[src/shared/fwc_defs.svh]
`ifndef FWC_DEFS_SVH
`define FWC_DEFS_SVH

// register byte offsets within the 4 KiB window
`define FWC_OFS_STATUS      12'h400
`define FWC_OFS_MODE_CFG    12'h504
`define FWC_OFS_PAGE_ERASE  12'h508
`define FWC_OFS_FULL_ERASE  12'h50c
`define FWC_OFS_PAGE_ERS_B  12'h510
`define FWC_OFS_USER_ERASE  12'h514
`define FWC_OFS_CHUNK_ERASE 12'h518
`define FWC_OFS_CHUNK_DUR   12'h51c
`define FWC_OFS_ERASE_CYC   12'h520

// field positions and reset values
`define FWC_MODE_LSB        0
`define FWC_MODE_W          2
`define FWC_DUR_W           7
`define FWC_STATUS_RST      32'h0000_0001
`define FWC_MODE_RST        2'h0
`define FWC_DUR_RST         7'h0a
`define FWC_MODE_RO         2'h0
`define FWC_MODE_WEN        2'h1
`define FWC_MODE_EEN        2'h2

// timing, in their own units; cycle counts are derived in the controller
`define FWC_CLK_MHZ         100
`define FWC_WRITE_TIME_US   40
`define FWC_PAGE_WIPE_MS    2
`define FWC_FULL_WIPE_MS    4
`define FWC_MS_NS           1000000
`define FWC_CLK_NS          10

`endif

[src/shared/fwc_pkg.sv]
package fwc_pkg;

  // operation issued to the flash array
  typedef enum logic [2:0] {
    FWC_OP_NONE,
    FWC_OP_PROG,
    FWC_OP_PAGE,
    FWC_OP_USER,
    FWC_OP_ALL,
    FWC_OP_CHUNK
  } fwc_op_e;

  typedef enum logic [1:0] {
    FWC_ST_IDLE,
    FWC_ST_PROG,
    FWC_ST_ERASE
  } fwc_state_e;

  // cpu access toward the flash address space
  typedef struct packed {
    logic        valid;
    logic        write;
    logic [2:0]  size;
    logic [31:0] addr;
    logic [31:0] wdata;
  } fwc_fl_req_s;

  // command to the flash array, start is a one-cycle pulse
  typedef struct packed {
    logic        start;
    fwc_op_e     op;
    logic [31:0] addr;
    logic [31:0] data;
  } fwc_arr_cmd_s;

endpackage

[src/fwc_op_timer.sv]
`timescale 1ns/1ps
module fwc_op_timer #(
  parameter int CNT_W = 32
) (
  input  wire logic             clk,
  input  wire logic             rst_n,
  input  wire logic             start,
  input  wire logic [CNT_W-1:0] cycles,
  output logic                  busy,
  output logic                  done
);

  logic [CNT_W-1:0] cnt_r;
  logic             done_r;

  // down counter; a zero load still lasts one cycle
  always_ff @(posedge clk or negedge rst_n)
  begin
    if (!rst_n)
      cnt_r <= '0;
    else if (start)
      cnt_r <= (cycles == '0) ? CNT_W'(1) : cycles;
    else if (cnt_r != '0)
      cnt_r <= cnt_r - CNT_W'(1);
  end

  // done marks the cycle after the last counted one
  always_ff @(posedge clk or negedge rst_n)
  begin
    if (!rst_n)
      done_r <= 1'b0;
    else
      done_r <= !start && (cnt_r == CNT_W'(1));
  end

  assign busy = (cnt_r != '0);
  assign done = done_r;

endmodule

[src/fwc_ahb_regif.sv]
`timescale 1ns/1ps
module fwc_ahb_regif (
  input  wire logic        hclk,
  input  wire logic        hresetn,
  input  wire logic        hsel,
  input  wire logic [31:0] haddr,
  input  wire logic [1:0]  htrans,
  input  wire logic        hwrite,
  input  wire logic [2:0]  hsize,
  input  wire logic [31:0] hwdata,
  input  wire logic        hready,
  input  wire logic [31:0] rd_data,
  output logic [11:0]      rd_addr,
  output logic             wr_en,
  output logic [11:0]      wr_addr,
  output logic [31:0]      wr_data,
  output logic             hreadyout,
  output logic             hresp,
  output logic [31:0]      hrdata
);

  logic        accept;
  logic        dph_wr_r;
  logic [11:0] dph_addr_r;
  logic [31:0] hrdata_r;

  // only whole-word writes act; narrower writes complete with no effect
  assign accept  = hsel && htrans[1] && hready;
  assign rd_addr = {haddr[11:2], 2'b00};

  // latch the address phase of a write
  always_ff @(posedge hclk or negedge hresetn)
  begin
    if (!hresetn)
    begin
      dph_wr_r   <= 1'b0;
      dph_addr_r <= 12'h000;
    end
    else if (hready)
    begin
      dph_wr_r   <= accept && hwrite && (hsize == 3'h2);
      dph_addr_r <= {haddr[11:2], 2'b00};
    end
  end

  // read data sampled at the address phase so it stands from a flop
  always_ff @(posedge hclk or negedge hresetn)
  begin
    if (!hresetn)
      hrdata_r <= 32'h0000_0000;
    else if (accept && !hwrite)
      hrdata_r <= rd_data;
  end

  // zero wait state, always OKAY
  assign wr_en     = dph_wr_r;
  assign wr_addr   = dph_addr_r;
  assign wr_data   = hwdata;
  assign hreadyout = 1'b1;
  assign hresp     = 1'b0;
  assign hrdata    = hrdata_r;

endmodule

[src/fwc_flash_controller.sv]
// What this block does
// - program only whole 32-bit words at word-aligned addresses while writing enabled
// - programming only clears bits to 0; only erase brings back ones
// - byte or halfword writes to flash are refused with a hard fault
// - each word program lasts the write time with the cpu stalled throughout
// - page erase command erases one code page within page wipe time
// - during erases the cpu stalls only when fetching code from flash or when a legal word write waits in write mode
// - user area words program like flash; new values apply after reset
// - user area write-count limit holds, though this block keeps no write count; cpu stalls during each word write
// - user area erase command sets the whole user area to ones
// - full erase wipes flash and user area, factory area untouched
// - chunk erase applies only to code area pages, never the user area
// - chunk erase command runs one chunk for the configured duration
// - page erased when accumulated chunk time in ms reaches page wipe time; counts erase cycles
// - page contents undefined while accumulated chunk time is below threshold
// - status bit 0 reads 0 while busy, 1 when idle, resets to 1
// - mode field bits 1:0: 0 read only, 1 write, 2 erase; resets 0
`timescale 1ns/1ps
`include "fwc_defs.svh"
module fwc_flash_controller
  import fwc_pkg::*;
#(
  parameter int          NUM_PAGES     = 48,
  parameter int          PAGE_BYTES    = 4096,
  parameter logic [31:0] USER_BASE     = 32'h1000_1000,
  parameter int          MS_CYC        = `FWC_MS_NS / `FWC_CLK_NS,
  parameter int          PAGE_WIPE_CYC = `FWC_PAGE_WIPE_MS * MS_CYC,
  parameter int          FULL_WIPE_CYC = `FWC_FULL_WIPE_MS * MS_CYC
) (
  input  wire logic        hclk,
  input  wire logic        hresetn,
  input  wire logic        hsel,
  input  wire logic [31:0] haddr,
  input  wire logic [1:0]  htrans,
  input  wire logic        hwrite,
  input  wire logic [2:0]  hsize,
  input  wire logic [31:0] hwdata,
  input  wire logic        hready,
  output logic             hreadyout,
  output logic             hresp,
  output logic [31:0]      hrdata,
  input  wire fwc_fl_req_s fl_req,
  input  wire logic        cpu_fetch_flash,
  output logic             fl_stall,
  output logic             fl_fault,
  output fwc_arr_cmd_s     arr_cmd,
  output logic [NUM_PAGES-1:0] page_undefined
);

  // word write time in whole cycles, never less than one
  localparam int WRITE_CYC = (`FWC_WRITE_TIME_US * `FWC_CLK_MHZ < 1) ? 1 :
                             `FWC_WRITE_TIME_US * `FWC_CLK_MHZ;
  localparam int PG_W      = (NUM_PAGES > 1) ? $clog2(NUM_PAGES) : 1;
  localparam int ACC_W     = 9;
  localparam logic [31:0] CODE_BYTES = 32'(NUM_PAGES * PAGE_BYTES);

  // cycles of a chunk of the given length in ms
  function automatic logic [31:0] chunk_cycles(input logic [`FWC_DUR_W-1:0] ms);
    logic [63:0] prod;
    prod = 64'(ms) * 64'(MS_CYC);
    return prod[31:0];
  endfunction

  // page index of a code address
  function automatic logic [PG_W-1:0] page_of(input logic [31:0] addr);
    logic [31:0] idx;
    idx = addr / 32'(PAGE_BYTES);
    return idx[PG_W-1:0];
  endfunction

  // bus side of the register file
  logic        wr_en;
  logic [11:0] wr_addr;
  logic [31:0] wr_data;
  logic [11:0] rd_addr;
  logic [31:0] rd_data;

  fwc_ahb_regif u_regif (
    .hclk      (hclk),
    .hresetn   (hresetn),
    .hsel      (hsel),
    .haddr     (haddr),
    .htrans    (htrans),
    .hwrite    (hwrite),
    .hsize     (hsize),
    .hwdata    (hwdata),
    .hready    (hready),
    .rd_data   (rd_data),
    .rd_addr   (rd_addr),
    .wr_en     (wr_en),
    .wr_addr   (wr_addr),
    .wr_data   (wr_data),
    .hreadyout (hreadyout),
    .hresp     (hresp),
    .hrdata    (hrdata)
  );

  fwc_state_e                 state_r;
  logic [`FWC_MODE_W-1:0]     mode_r;
  logic [`FWC_DUR_W-1:0]      dur_r;
  logic [31:0]                pg_addr_r;
  logic [31:0]                chunk_addr_r;
  logic                       full_bit_r;
  logic                       user_bit_r;
  logic [31:0]                erase_cyc_r;
  logic [ACC_W-1:0]           acc_r [NUM_PAGES];
  logic [NUM_PAGES-1:0]       undef_r;
  fwc_arr_cmd_s               cmd_r;
  logic                       fault_r;

  logic        tmr_start;
  logic [31:0] tmr_cycles;
  logic        tmr_busy;
  logic        tmr_done;

  fwc_op_timer #(
    .CNT_W (32)
  ) u_timer (
    .clk    (hclk),
    .rst_n  (hresetn),
    .start  (tmr_start),
    .cycles (tmr_cycles),
    .busy   (tmr_busy),
    .done   ()
  );
  assign tmr_done = (state_r != FWC_ST_IDLE) && !tmr_busy && !cmd_r.start;

  // decode of incoming requests
  logic idle;
  logic wen;
  logic een;
  logic cmd_wr;
  logic fl_wr;
  logic fl_legal;
  logic prog_go;
  logic in_code_chunk;
  logic [PG_W-1:0]  chunk_pg;
  logic [ACC_W-1:0] acc_sum;
  logic             chunk_full;

  assign idle     = (state_r == FWC_ST_IDLE);
  assign wen      = (mode_r == `FWC_MODE_WEN);
  assign een      = (mode_r == `FWC_MODE_EEN);
  assign fl_wr    = fl_req.valid && fl_req.write;
  assign fl_legal = (fl_req.size == 3'h2) && (fl_req.addr[1:0] == 2'b00);
  assign prog_go  = fl_wr && fl_legal && wen && idle;
  // commands are only taken in erase mode and when idle; others vanish
  assign cmd_wr   = wr_en && een && idle;

  assign in_code_chunk = (wr_data < CODE_BYTES);
  assign chunk_pg      = page_of(wr_data);
  assign acc_sum       = acc_r[chunk_pg] + ACC_W'(dur_r);
  assign chunk_full    = (acc_sum >= ACC_W'(`FWC_PAGE_WIPE_MS));

  // which operation starts this cycle and for how long
  fwc_op_e     go_op;
  logic [31:0] go_addr;
  always_comb
  begin
    go_op      = FWC_OP_NONE;
    go_addr    = 32'h0000_0000;
    tmr_cycles = 32'h0000_0000;
    if (prog_go)
    begin
      go_op      = FWC_OP_PROG;
      go_addr    = fl_req.addr;
      tmr_cycles = 32'(WRITE_CYC);
    end
    else if (cmd_wr)
    begin
      case (wr_addr)
        `FWC_OFS_PAGE_ERASE, `FWC_OFS_PAGE_ERS_B:
        begin
          go_op      = FWC_OP_PAGE;
          go_addr    = wr_data;
          tmr_cycles = 32'(PAGE_WIPE_CYC);
        end
        `FWC_OFS_FULL_ERASE:
        begin
          if (wr_data[0])
          begin
            go_op      = FWC_OP_ALL;
            tmr_cycles = 32'(FULL_WIPE_CYC);
          end
        end
        `FWC_OFS_USER_ERASE:
        begin
          if (wr_data[0])
          begin
            go_op      = FWC_OP_USER;
            go_addr    = USER_BASE;
            tmr_cycles = 32'(PAGE_WIPE_CYC);
          end
        end
        `FWC_OFS_CHUNK_ERASE:
        begin
          if (in_code_chunk)
          begin
            // the finishing chunk is issued as a page wipe to the array
            go_op      = chunk_full ? FWC_OP_PAGE : FWC_OP_CHUNK;
            go_addr    = wr_data;
            tmr_cycles = chunk_cycles(dur_r);
          end
        end
        default:
        begin
          go_op = FWC_OP_NONE;
        end
      endcase
    end
  end
  assign tmr_start = (go_op != FWC_OP_NONE);

  // operation sequencer
  always_ff @(posedge hclk or negedge hresetn)
  begin
    if (!hresetn)
      state_r <= FWC_ST_IDLE;
    else
    begin
      case (state_r)
        FWC_ST_IDLE:
        begin
          if (go_op == FWC_OP_PROG)
            state_r <= FWC_ST_PROG;
          else if (go_op != FWC_OP_NONE)
            state_r <= FWC_ST_ERASE;
        end
        FWC_ST_PROG, FWC_ST_ERASE:
        begin
          if (tmr_done)
            state_r <= FWC_ST_IDLE;
        end
        default:
        begin
          state_r <= FWC_ST_IDLE;
        end
      endcase
    end
  end

  // array command: data is what gets anded into the cell, never sets a bit
  always_ff @(posedge hclk or negedge hresetn)
  begin
    if (!hresetn)
      cmd_r <= '{start: 1'b0, op: FWC_OP_NONE, addr: 32'h0, data: 32'hffff_ffff};
    else
    begin
      cmd_r.start <= tmr_start;
      if (tmr_start)
      begin
        cmd_r.op   <= go_op;
        cmd_r.addr <= go_addr;
        cmd_r.data <= (go_op == FWC_OP_PROG) ? fl_req.wdata : 32'hffff_ffff;
      end
    end
  end
  assign arr_cmd = cmd_r;

  // hard fault on narrow or unaligned writes, in any mode
  always_ff @(posedge hclk or negedge hresetn)
  begin
    if (!hresetn)
      fault_r <= 1'b0;
    else
      fault_r <= fl_wr && !fl_legal;
  end
  assign fl_fault = fault_r;

  // a waiting legal program also stalls so it is not lost behind an erase
  assign fl_stall = (state_r == FWC_ST_PROG)
                  || ((state_r == FWC_ST_ERASE) && cpu_fetch_flash)
                  || (fl_wr && fl_legal && wen && !idle);

  // software registers
  always_ff @(posedge hclk or negedge hresetn)
  begin
    if (!hresetn)
    begin
      mode_r <= `FWC_MODE_RST;
      dur_r  <= `FWC_DUR_RST;
    end
    else if (wr_en)
    begin
      if (wr_addr == `FWC_OFS_MODE_CFG)
        mode_r <= wr_data[`FWC_MODE_LSB +: `FWC_MODE_W];
      if (wr_addr == `FWC_OFS_CHUNK_DUR)
        dur_r <= wr_data[`FWC_DUR_W-1:0];
    end
  end

  // readback copies of the command registers
  always_ff @(posedge hclk or negedge hresetn)
  begin
    if (!hresetn)
    begin
      pg_addr_r    <= 32'h0000_0000;
      chunk_addr_r <= 32'h0000_0000;
      full_bit_r   <= 1'b0;
      user_bit_r   <= 1'b0;
    end
    else if (wr_en)
    begin
      if (wr_addr == `FWC_OFS_PAGE_ERASE || wr_addr == `FWC_OFS_PAGE_ERS_B)
        pg_addr_r <= wr_data;
      if (wr_addr == `FWC_OFS_CHUNK_ERASE)
        chunk_addr_r <= wr_data;
      if (wr_addr == `FWC_OFS_FULL_ERASE)
        full_bit_r <= wr_data[0];
      if (wr_addr == `FWC_OFS_USER_ERASE)
        user_bit_r <= wr_data[0];
    end
  end

  // accumulated chunk time per page and the undefined-contents marks
  always_ff @(posedge hclk or negedge hresetn)
  begin
    if (!hresetn)
    begin
      for (int i = 0; i < NUM_PAGES; i++)
        acc_r[i] <= '0;
      undef_r <= '0;
    end
    else if (tmr_start && wr_addr == `FWC_OFS_CHUNK_ERASE && !prog_go)
    begin
      acc_r[chunk_pg]   <= chunk_full ? '0 : acc_sum;
      undef_r[chunk_pg] <= !chunk_full;
    end
    else if (go_op == FWC_OP_PAGE)
    begin
      acc_r[page_of(go_addr)]   <= '0;
      undef_r[page_of(go_addr)] <= 1'b0;
    end
    else if (go_op == FWC_OP_ALL)
    begin
      for (int i = 0; i < NUM_PAGES; i++)
        acc_r[i] <= '0;
      undef_r <= '0;
    end
  end
  assign page_undefined = undef_r;

  // erase cycles completed by chunking
  always_ff @(posedge hclk or negedge hresetn)
  begin
    if (!hresetn)
      erase_cyc_r <= 32'h0000_0000;
    else if (tmr_start && !prog_go && wr_addr == `FWC_OFS_CHUNK_ERASE && chunk_full)
      erase_cyc_r <= erase_cyc_r + 32'h0000_0001;
  end

  // read mux; unmapped offsets read zero
  always_comb
  begin
    case (rd_addr)
      `FWC_OFS_STATUS:      rd_data = {31'h0, idle};
      `FWC_OFS_MODE_CFG:    rd_data = {30'h0, mode_r};
      `FWC_OFS_PAGE_ERASE:  rd_data = pg_addr_r;
      `FWC_OFS_PAGE_ERS_B:  rd_data = pg_addr_r;
      `FWC_OFS_FULL_ERASE:  rd_data = {31'h0, full_bit_r};
      `FWC_OFS_USER_ERASE:  rd_data = {31'h0, user_bit_r};
      `FWC_OFS_CHUNK_ERASE: rd_data = chunk_addr_r;
      `FWC_OFS_CHUNK_DUR:   rd_data = {25'h0, dur_r};
      `FWC_OFS_ERASE_CYC:   rd_data = erase_cyc_r;
      default:              rd_data = 32'h0000_0000;
    endcase
  end

endmodule

[config.mk]
export PLATFORM = sky130hd
export DESIGN_NAME = fwc_flash_controller
export DESIGN_NICKNAME = d
export VERILOG_FILES = /design/src/shared/fwc_pkg.sv /design/src/fwc_op_timer.sv /design/src/fwc_ahb_regif.sv /design/src/fwc_flash_controller.sv
export VERILOG_INCLUDE_DIRS = /design/src /design/src/shared
export SDC_FILE = /design/constraint.sdc
export NUM_CORES = 1
export LEC_CHECK = 0
export ABC_AREA = 1
export BUFFER_PORTS_ARGS = -buffer_cell sky130_fd_sc_hd__buf_4
export CAP_MARGIN = 20
export CORE_UTILIZATION = 60
export DETAILED_ROUTE_END_ITERATION = 7
export PLACE_DENSITY_LB_ADDON = 0.12
export SLEW_MARGIN = 15
export SYNTH_ARGS = -nofsm -noshare
export SYNTH_HDL_FRONTEND = slang
export SYNTH_SLANG_ARGS = --single-unit
[constraint.sdc]
create_clock -name hclk -period 5.1 [get_ports hclk]
set_input_delay 0 -clock hclk [delete_from_list [all_inputs] [get_ports hclk]]
set_output_delay 0 -clock hclk [all_outputs]
set_load 0.02 [all_outputs]
-- Yosys cells after proc, flatten, opt, wreduce, memory -nomap -nowiden
Cells that the tools add are included.
- flip-flop bits (word level): 733
- logic and storage cells: 214
- output and inout port bits: 152
- input port bits: 144
- multiplexer cells: 47
- $lt $le $gt $ge: 10
- reduce and logical (&&, ||, !) cells: 54
- equal/unequal tests: 27
- bitwise logic cells: 6
- add/sub/neg operators: 3
- $mul: 1
- operators with widths (operator ; count):
    432-bit 2-to-1 mux ; 3
    432-bit AND ; 1
    432-bit bitwise mux ; 1
    432-bit NOT ; 1
    32-bit 2-to-1 mux ; 9
    32-bit one-hot mux with 8 select lines ; 1
    10-bit by 9-bit == test with 1-bit output (second input constant) ; 16
    48-bit 2-to-1 mux ; 3
    9-bit demux with 6-bit select ; 2
    24-bit one-hot mux with 4 select lines ; 1
    32-bit one-hot mux with 3 select lines ; 1
    9-bit binary-select mux with 6-bit select ; 1
    48-bit AND ; 1
    48-bit bitwise mux ; 1
    48-bit NOT ; 1
    9-bit 2-to-1 mux ; 5
    32-bit by 1-bit adder with 32-bit output (second input constant) ; 1
    32-bit logical NOT ; 1
    32-bit by 18-bit < comparator with 1-bit output (second input constant) ; 1
    32-bit nonzero test ; 1
    32-bit by 1-bit subtractor with 32-bit output (second input constant) ; 1
    29-bit 2-to-1 mux ; 1
    1-bit logical AND ; 26
    24-bit 2-to-1 mux ; 1
    other kinds (30) ; 67

-- Longest topological paths before layout
- depth in word-level cells: 15
- depth in mapped cells: 35
- mapped depth without buffers: 31

-- Hierarchy
A second synthesis with hierarchy kept.
- cells, all modules: 4368
- area total of the unflattened synthesis: 36050.8 um^2
- modules (own cells, without submodules) (module ; cells an instance ; times used ; area each (um^2)):
    fwc_flash_controller ; 3751 ; 1 ; 31486.4
    fwc_op_timer ; 376 ; 1 ; 2506.2
    fwc_ahb_regif ; 241 ; 1 ; 2058.2

-- Least setup slack after synthesis
No wires, ideal clock.
- path kind: input port to flip-flop
- from: in hwdata[12]
- to: reg u_timer.cnt_r[12]
- cell stages on the path: 28
- arrival time: 3.973 ns
- path slack: 1.005 ns
- library setup time: 0.121 ns
- cells stage by stage: inv_2 -> buf_4 -> buf_6 -> nor2_1 -> inv_2 -> buf_1 -> nor2_1 -> a221oi_1 -> nand4_1 -> nand2_1 -> nand2_1 -> a221oi_1 -> nand3_1 -> ha_1 -> fa_1 -> a31oi_1 -> xor2_1 -> nand4_1 -> nor2_1 -> nand3_2 -> nand2_4 -> nand2_4 -> a21oi_4 -> nand2_4 -> buf_2 -> nor2_4 -> buf_2 -> nor2_1
- word-level cells in the longest chain between the ends: 13
- elaborated cells on any way between the ends: 21
- classes of those cells: add/sub: 1; order compare: 2; mux: 14; bitwise: 1; reduce/logical: 3
- RTL lines (what ; RTL line ; RTL):
    from (decl) ; fwc_flash_controller.sv:37 ; input wire logic [31:0] hwdata,
    6-bit NOT with 7-bit output (implied by the code) ; fwc_flash_controller.sv:152 ; assign acc_sum = acc_r[chunk_pg] + ACC_W'(dur_r);
    9-bit binary-select mux with 6-bit select ; fwc_flash_controller.sv:152 ;
    9-bit 2-to-1 mux (implied by the code) (2 in a row) ; fwc_flash_controller.sv:152 ;
    9-bit by 7-bit adder with 9-bit output ; fwc_flash_controller.sv:152 ;
    9-bit by 2-bit >= comparator with 1-bit output ; fwc_flash_controller.sv:153 ; assign chunk_full = (acc_sum >= ACC_W'(`FWC_PAGE_WIPE_MS));
    3-bit 2-to-1 mux ; fwc_flash_controller.sv:200 ; go_op = chunk_full ? FWC_OP_PAGE : FWC_OP_CHUNK;
    3-bit 2-to-1 mux ; fwc_flash_controller.sv:197 ; if (in_code_chunk)
    3-bit one-hot mux with 4 select lines ; fwc_flash_controller.sv:171 ; case (wr_addr)
    3-bit 2-to-1 mux ; fwc_flash_controller.sv:169 ; else if (cmd_wr)
    3-bit 2-to-1 mux ; fwc_flash_controller.sv:163 ; if (prog_go)
    3-bit nonzero test ; fwc_flash_controller.sv:212 ; assign tmr_start = (go_op != FWC_OP_NONE);
    32-bit 2-to-1 mux or 2-bit nonzero test (tied branches) ; -- ;
    to (signal assigned) ; fwc_op_timer.sv:22 ; cnt_r <= (cycles == '0) ? CNT_W'(1) : cycles;
    to (signal assigned) ; fwc_op_timer.sv:24 ; cnt_r <= cnt_r - CNT_W'(1);
    to (decl) ; fwc_op_timer.sv:13 ; logic [CNT_W-1:0] cnt_r;
Parallel ways exist; a longest one is shown, timed or not. The select of a mux whose other input is x is not followed.
A chain may end at the register's enable or synchronous reset.

-- Worst setup path in the final report
- from: in hwdata[14]
- to: reg acc_r[116] (netlist name)
- word-level cells in the longest chain between the ends: 15
- elaborated cells on any way between the ends: 39
- classes of those cells: add/sub: 1; order compare: 6; eq/ne: 2; mux: 20; bitwise: 4; reduce/logical: 6
- RTL lines (what ; RTL line ; RTL):
    6-bit NOT with 7-bit output ; fwc_flash_controller.sv:152, fwc_flash_controller.sv:326 ;
    9-bit binary-select mux with 6-bit select ; fwc_flash_controller.sv:152 ;
    9-bit 2-to-1 mux (implied by the code) (2 in a row) ; fwc_flash_controller.sv:152 ;
    9-bit by 7-bit adder with 9-bit output ; fwc_flash_controller.sv:152 ;
    9-bit by 2-bit >= comparator with 1-bit output ; fwc_flash_controller.sv:153 ;
    3-bit 2-to-1 mux ; fwc_flash_controller.sv:200 ;
    3-bit 2-to-1 mux ; fwc_flash_controller.sv:197 ;
    3-bit one-hot mux with 4 select lines ; fwc_flash_controller.sv:171 ;
    3-bit 2-to-1 mux ; fwc_flash_controller.sv:169 ;
    3-bit 2-to-1 mux ; fwc_flash_controller.sv:163 ;
    3-bit nonzero test ; fwc_flash_controller.sv:212 ;
    1-bit logical AND (no source line) ; -- ;
    1-bit logical AND ; fwc_flash_controller.sv:324 ; else if (tmr_start && wr_addr == `FWC_OFS_CHUNK_ERASE && !prog_go)
    3-bit nonzero test (no source line) or 432-bit 2-to-1 mux (tied branches) ; -- ;
    to (signal, indexed assignment) ; fwc_flash_controller.sv:326 ; acc_r[chunk_pg] <= chunk_full ? '0 : acc_sum;
    to (decl) ; fwc_flash_controller.sv:106 ; logic [ACC_W-1:0] acc_r [NUM_PAGES];
Parallel ways exist; a longest one is shown, timed or not. The select of a mux whose other input is x is not followed.

==> results.md <==
* Outcome: finished with violations
* Failing checks: design-rule violations
* Clk root buf: clkbuf_16
* Crit. End Element: register
* Die width at 247.0 um
* Num Clock Sinks at 733
* Worst R2R Setup Slack at 0.33 ns
* Iteration-0 DRC Markers at 2602
* Setup CP Type: input pin to register
* Post-DP Area at 40080 um2
* Library cells used by synthesis at 70
* Remaining Overflow, GRT at 0
* Crit path time final at 4.913 ns
* Sequential fraction of the synthesis area at 51.05%
* Height of the chip at 247.0 um
* Die area at 61000 um2
* Inst Count DP at 5355
* Routed Antenna Nets at 0
* Ports at 296
* WP data arrival at 5.43 ns
* Post-Syn Area at 36010 um2
* Filler cells at 4216
* IO Port Bufs at 270
* First-pass GRT wire length at 172400 um
* Initial antenna violation count at 1
* CTS tree: yes
* Drt first pass iters at 8
* Synth area leaders: dfrtp_1, nand2_1, inv_1, nor2_1, dfstp_2
* Fin nets at 5035
* Post-synthesis cell count at 4278
* HP Class: input pin to register
* FMAX at 0.2035 GHz
* Non-Filler Instances at 5651
* Pwr Total at 12.99 mW
* Count leader, synth: nand2_1
* Synth cell count leaders: nand2_1, dfrtp_1, inv_1
* DR WL/cell at 20.16 um
* Vias per cell at 5.673
* Post-DP HPWL at 74770 um
* Met2 Use GR at 60.25%
* GR peak layer: met2
* Layout Skew at 0.03241 ns
* Core Box Area at 59130 um2
* Starting Density at 60.90%
* Crit-path max FO at 25
* Hold_ws at 0.02552 ns
* Avg Cell Area, Syn at 8.418 um2
* Syn_nets at 4493
* Grt met3 use at 6.099%
* Tcrit/Tclk final at 96.34%
* Area share of the largest cell type after synthesis at 48.57%
* ANT cells at 0
* Yosys top cell by area: dfrtp_1
* CP Launch Type: input pin
* Slew headroom at 21.92%
* Clk buf depth at 3
* Htree depth at 3
* Post-layout instance area at 44600 um2
* P per Cell Area at 291.3 nW/um2
* Setup violators final at 0
* Peak VDD IR at 0.0002631 V
* Vias after detailed routing at 32060
* Max-cap viol count at 0
* Row count at 89
* Async SR Flop Fraction at 100.0%
* M1 GR Usage at 46.54%
* TritonCTS Buffers at 77
* Ratio of cells with drive above 1 in the final layout at 19.68%
* Area delta synth->final at 23.84%
* Ys flop type: dfrtp_1
* Final hold vios at 0
* Gr usage total at 36.90%
* Measured slew at the worst slew-check pin at 1.168 ns
* Clk_lat worst skew at 0.64 ns
* Slew Limit Fails at 0
* Largest net degree at the start of global routing at 176
* Overall routed net length at 113900 um
* Vias in the first global route at 31220
* Lkg Pwr at 22.62 nW
* Synth Register Bits at 733
* Post-synth EDFFs at 0
* Ys Warns at 0
* Routability Congestion at 0.9364
* CP Data Required Time at 5.62 ns
* Clock slew at reported path FFs at 0.06 ns
* Post-route DRC at 68
-- power breakdown --
part | total, mW | switching [mW] | internal (mW)
Combinational | 1.27 | 0.764 | 0.506
Clock | 5.50 | 2.38 | 3.11
Sequential | 6.22 | 0.156 | 6.07
-- metrics by stage --
| step | setup TNS [ns] | setup WS, ns | util (%) |
|---|---|---|---|
| after floorplan | 0 | 1.005 | - |
| after global placement | 0 | 0.07032 | 67.73 |
| after detailed placement | -0.2905 | -0.03785 | 67.78 |
| after CTS | 0 | 0.03238 | 74.32 |
| after global routing | -6.567 | -0.06568 | 75.42 |
| final | 0 | 0.1866 | 75.42 |
-- path summary, 6_finish.rpt --
| check | startpoint | endpoint | depth (start not counted) |
|---|---|---|---|
| hold / removal | fl_req[45] | arr_cmd[45] | 6 |
| max in group asynchronous | hresetn | acc_r[157] | 3 |
| hold reg to reg | page_undefined[20] | page_undefined[20] | 2 |
| setup / recovery | hwdata[14] | acc_r[116] | 28 |
| setup reg to reg | acc_r[333] | acc_r[116] | 23 |
| min in group asynchronous | hresetn | arr_cmd[37] | 2 |
-- sequential cells by signal, summed over array words and instances (netlist names) --
signal / cells
u_regif.wr_en: 1
pg_addr_r: 32
mode_r: 2
user_bit_r: 1
u_regif.wr_addr: 10
chunk_addr_r: 32
state_r: 2
dur_r: 7
arr_cmd: 68
u_timer.cnt_r: 32
acc_r: 432
full_bit_r: 1
page_undefined: 48
fl_fault: 1
u_regif.hrdata: 32
erase_cyc_r: 32
-- layout make-up --
| cell class | instances | area (um2) | share of cell area (%) |
|---|---|---|---|
| repair buffers | 612 | 5540 | 12.42 |
| multi-input cells | 2637 | 14330 | 32.13 |
| clock buffers | 116 | 2245 | 5.033 |
| well taps | 773 | 967.2 | 2.169 |
| inverters | 759 | 2930 | 6.571 |
| flip-flops and latches | 733 | 18390 | 41.23 |
| clock inverters | 21 | 200.2 | 0.4489 |
-- critical path, stage by stage --
cell	delay [ns]
dlygate4sd3_1	0.56
buf_4	0.19
inv_4	0.08
nor2_4	0.06
inv_1	0.08
nor2_1	0.07
inv_2	0.15
buf_6	0.14
clkbuf_16	0.19
o22ai_1	0.08
o41ai_1	0.68
nand4_1	0.29
nand3b_1	0.29
ha_1	0.44
xnor2_2	0.13
nand4_1	0.12
nor2_2	0.19
buf_4	0.14
nand4_2	0.13
nand2_2	0.13
a21oi_4	0.09
nand2_4	0.20
nand2_8	0.08
nand2_8	0.19
buf_12	0.22
nand3_2	0.17
inv_2	0.24
nor2_1	0.07
-- kinds of logic after synthesis --
kind of cell	after synthesis	synth area share, %
XOR/XNOR	51	1.240
multiplexers	5	0.1529
buffers and inverters	909	10.14
AO/OA/AOI/OAI	567	10.34
other	2	0.02085
AND/OR/NAND/NOR	1940	24.42
flip-flops	733	51.05
adder cells (fa/ha/maj)	71	2.634
-- timing repair --
action	CTS	global route
endpoints found under the hold margin	240	0
hold buffers	142	0
resized for setup	0	86
setup endpoints to repair	0	604
setup buffers	0	10
-- placed cells by master (no fill, tap or decap), types with 16 or more instances in the layout --
master	count
nor3_1	23
nand3_1	154
clkbuf_16	83
o22ai_1	117
nand2_1	886
buf_12	32
o41ai_1	16
nor4_1	20
nand3_2	38
nor2_2	136
nand3_4	26
inv_1	686
o21ai_0	160
dfrtp_1	699
clkbuf_1	23
nand4_1	51
a21oi_1	74
nor2_1	538
buf_4	424
dfstp_2	34
dlygate4sd3_1	142
xor2_1	40
o22a_1	32
nand3b_1	21
a221oi_1	26
inv_2	37
inv_4	24
a22oi_1	17
ha_1	59
-- routing by layer --
layer	part of all wire, %	up-vias
li1	-	14680
met4	6.5	2
met2	47	1562
met5	0.011	-
met1	38	15390
met3	8.7	428
Note: power is estimated with default switching activity, not from simulation.
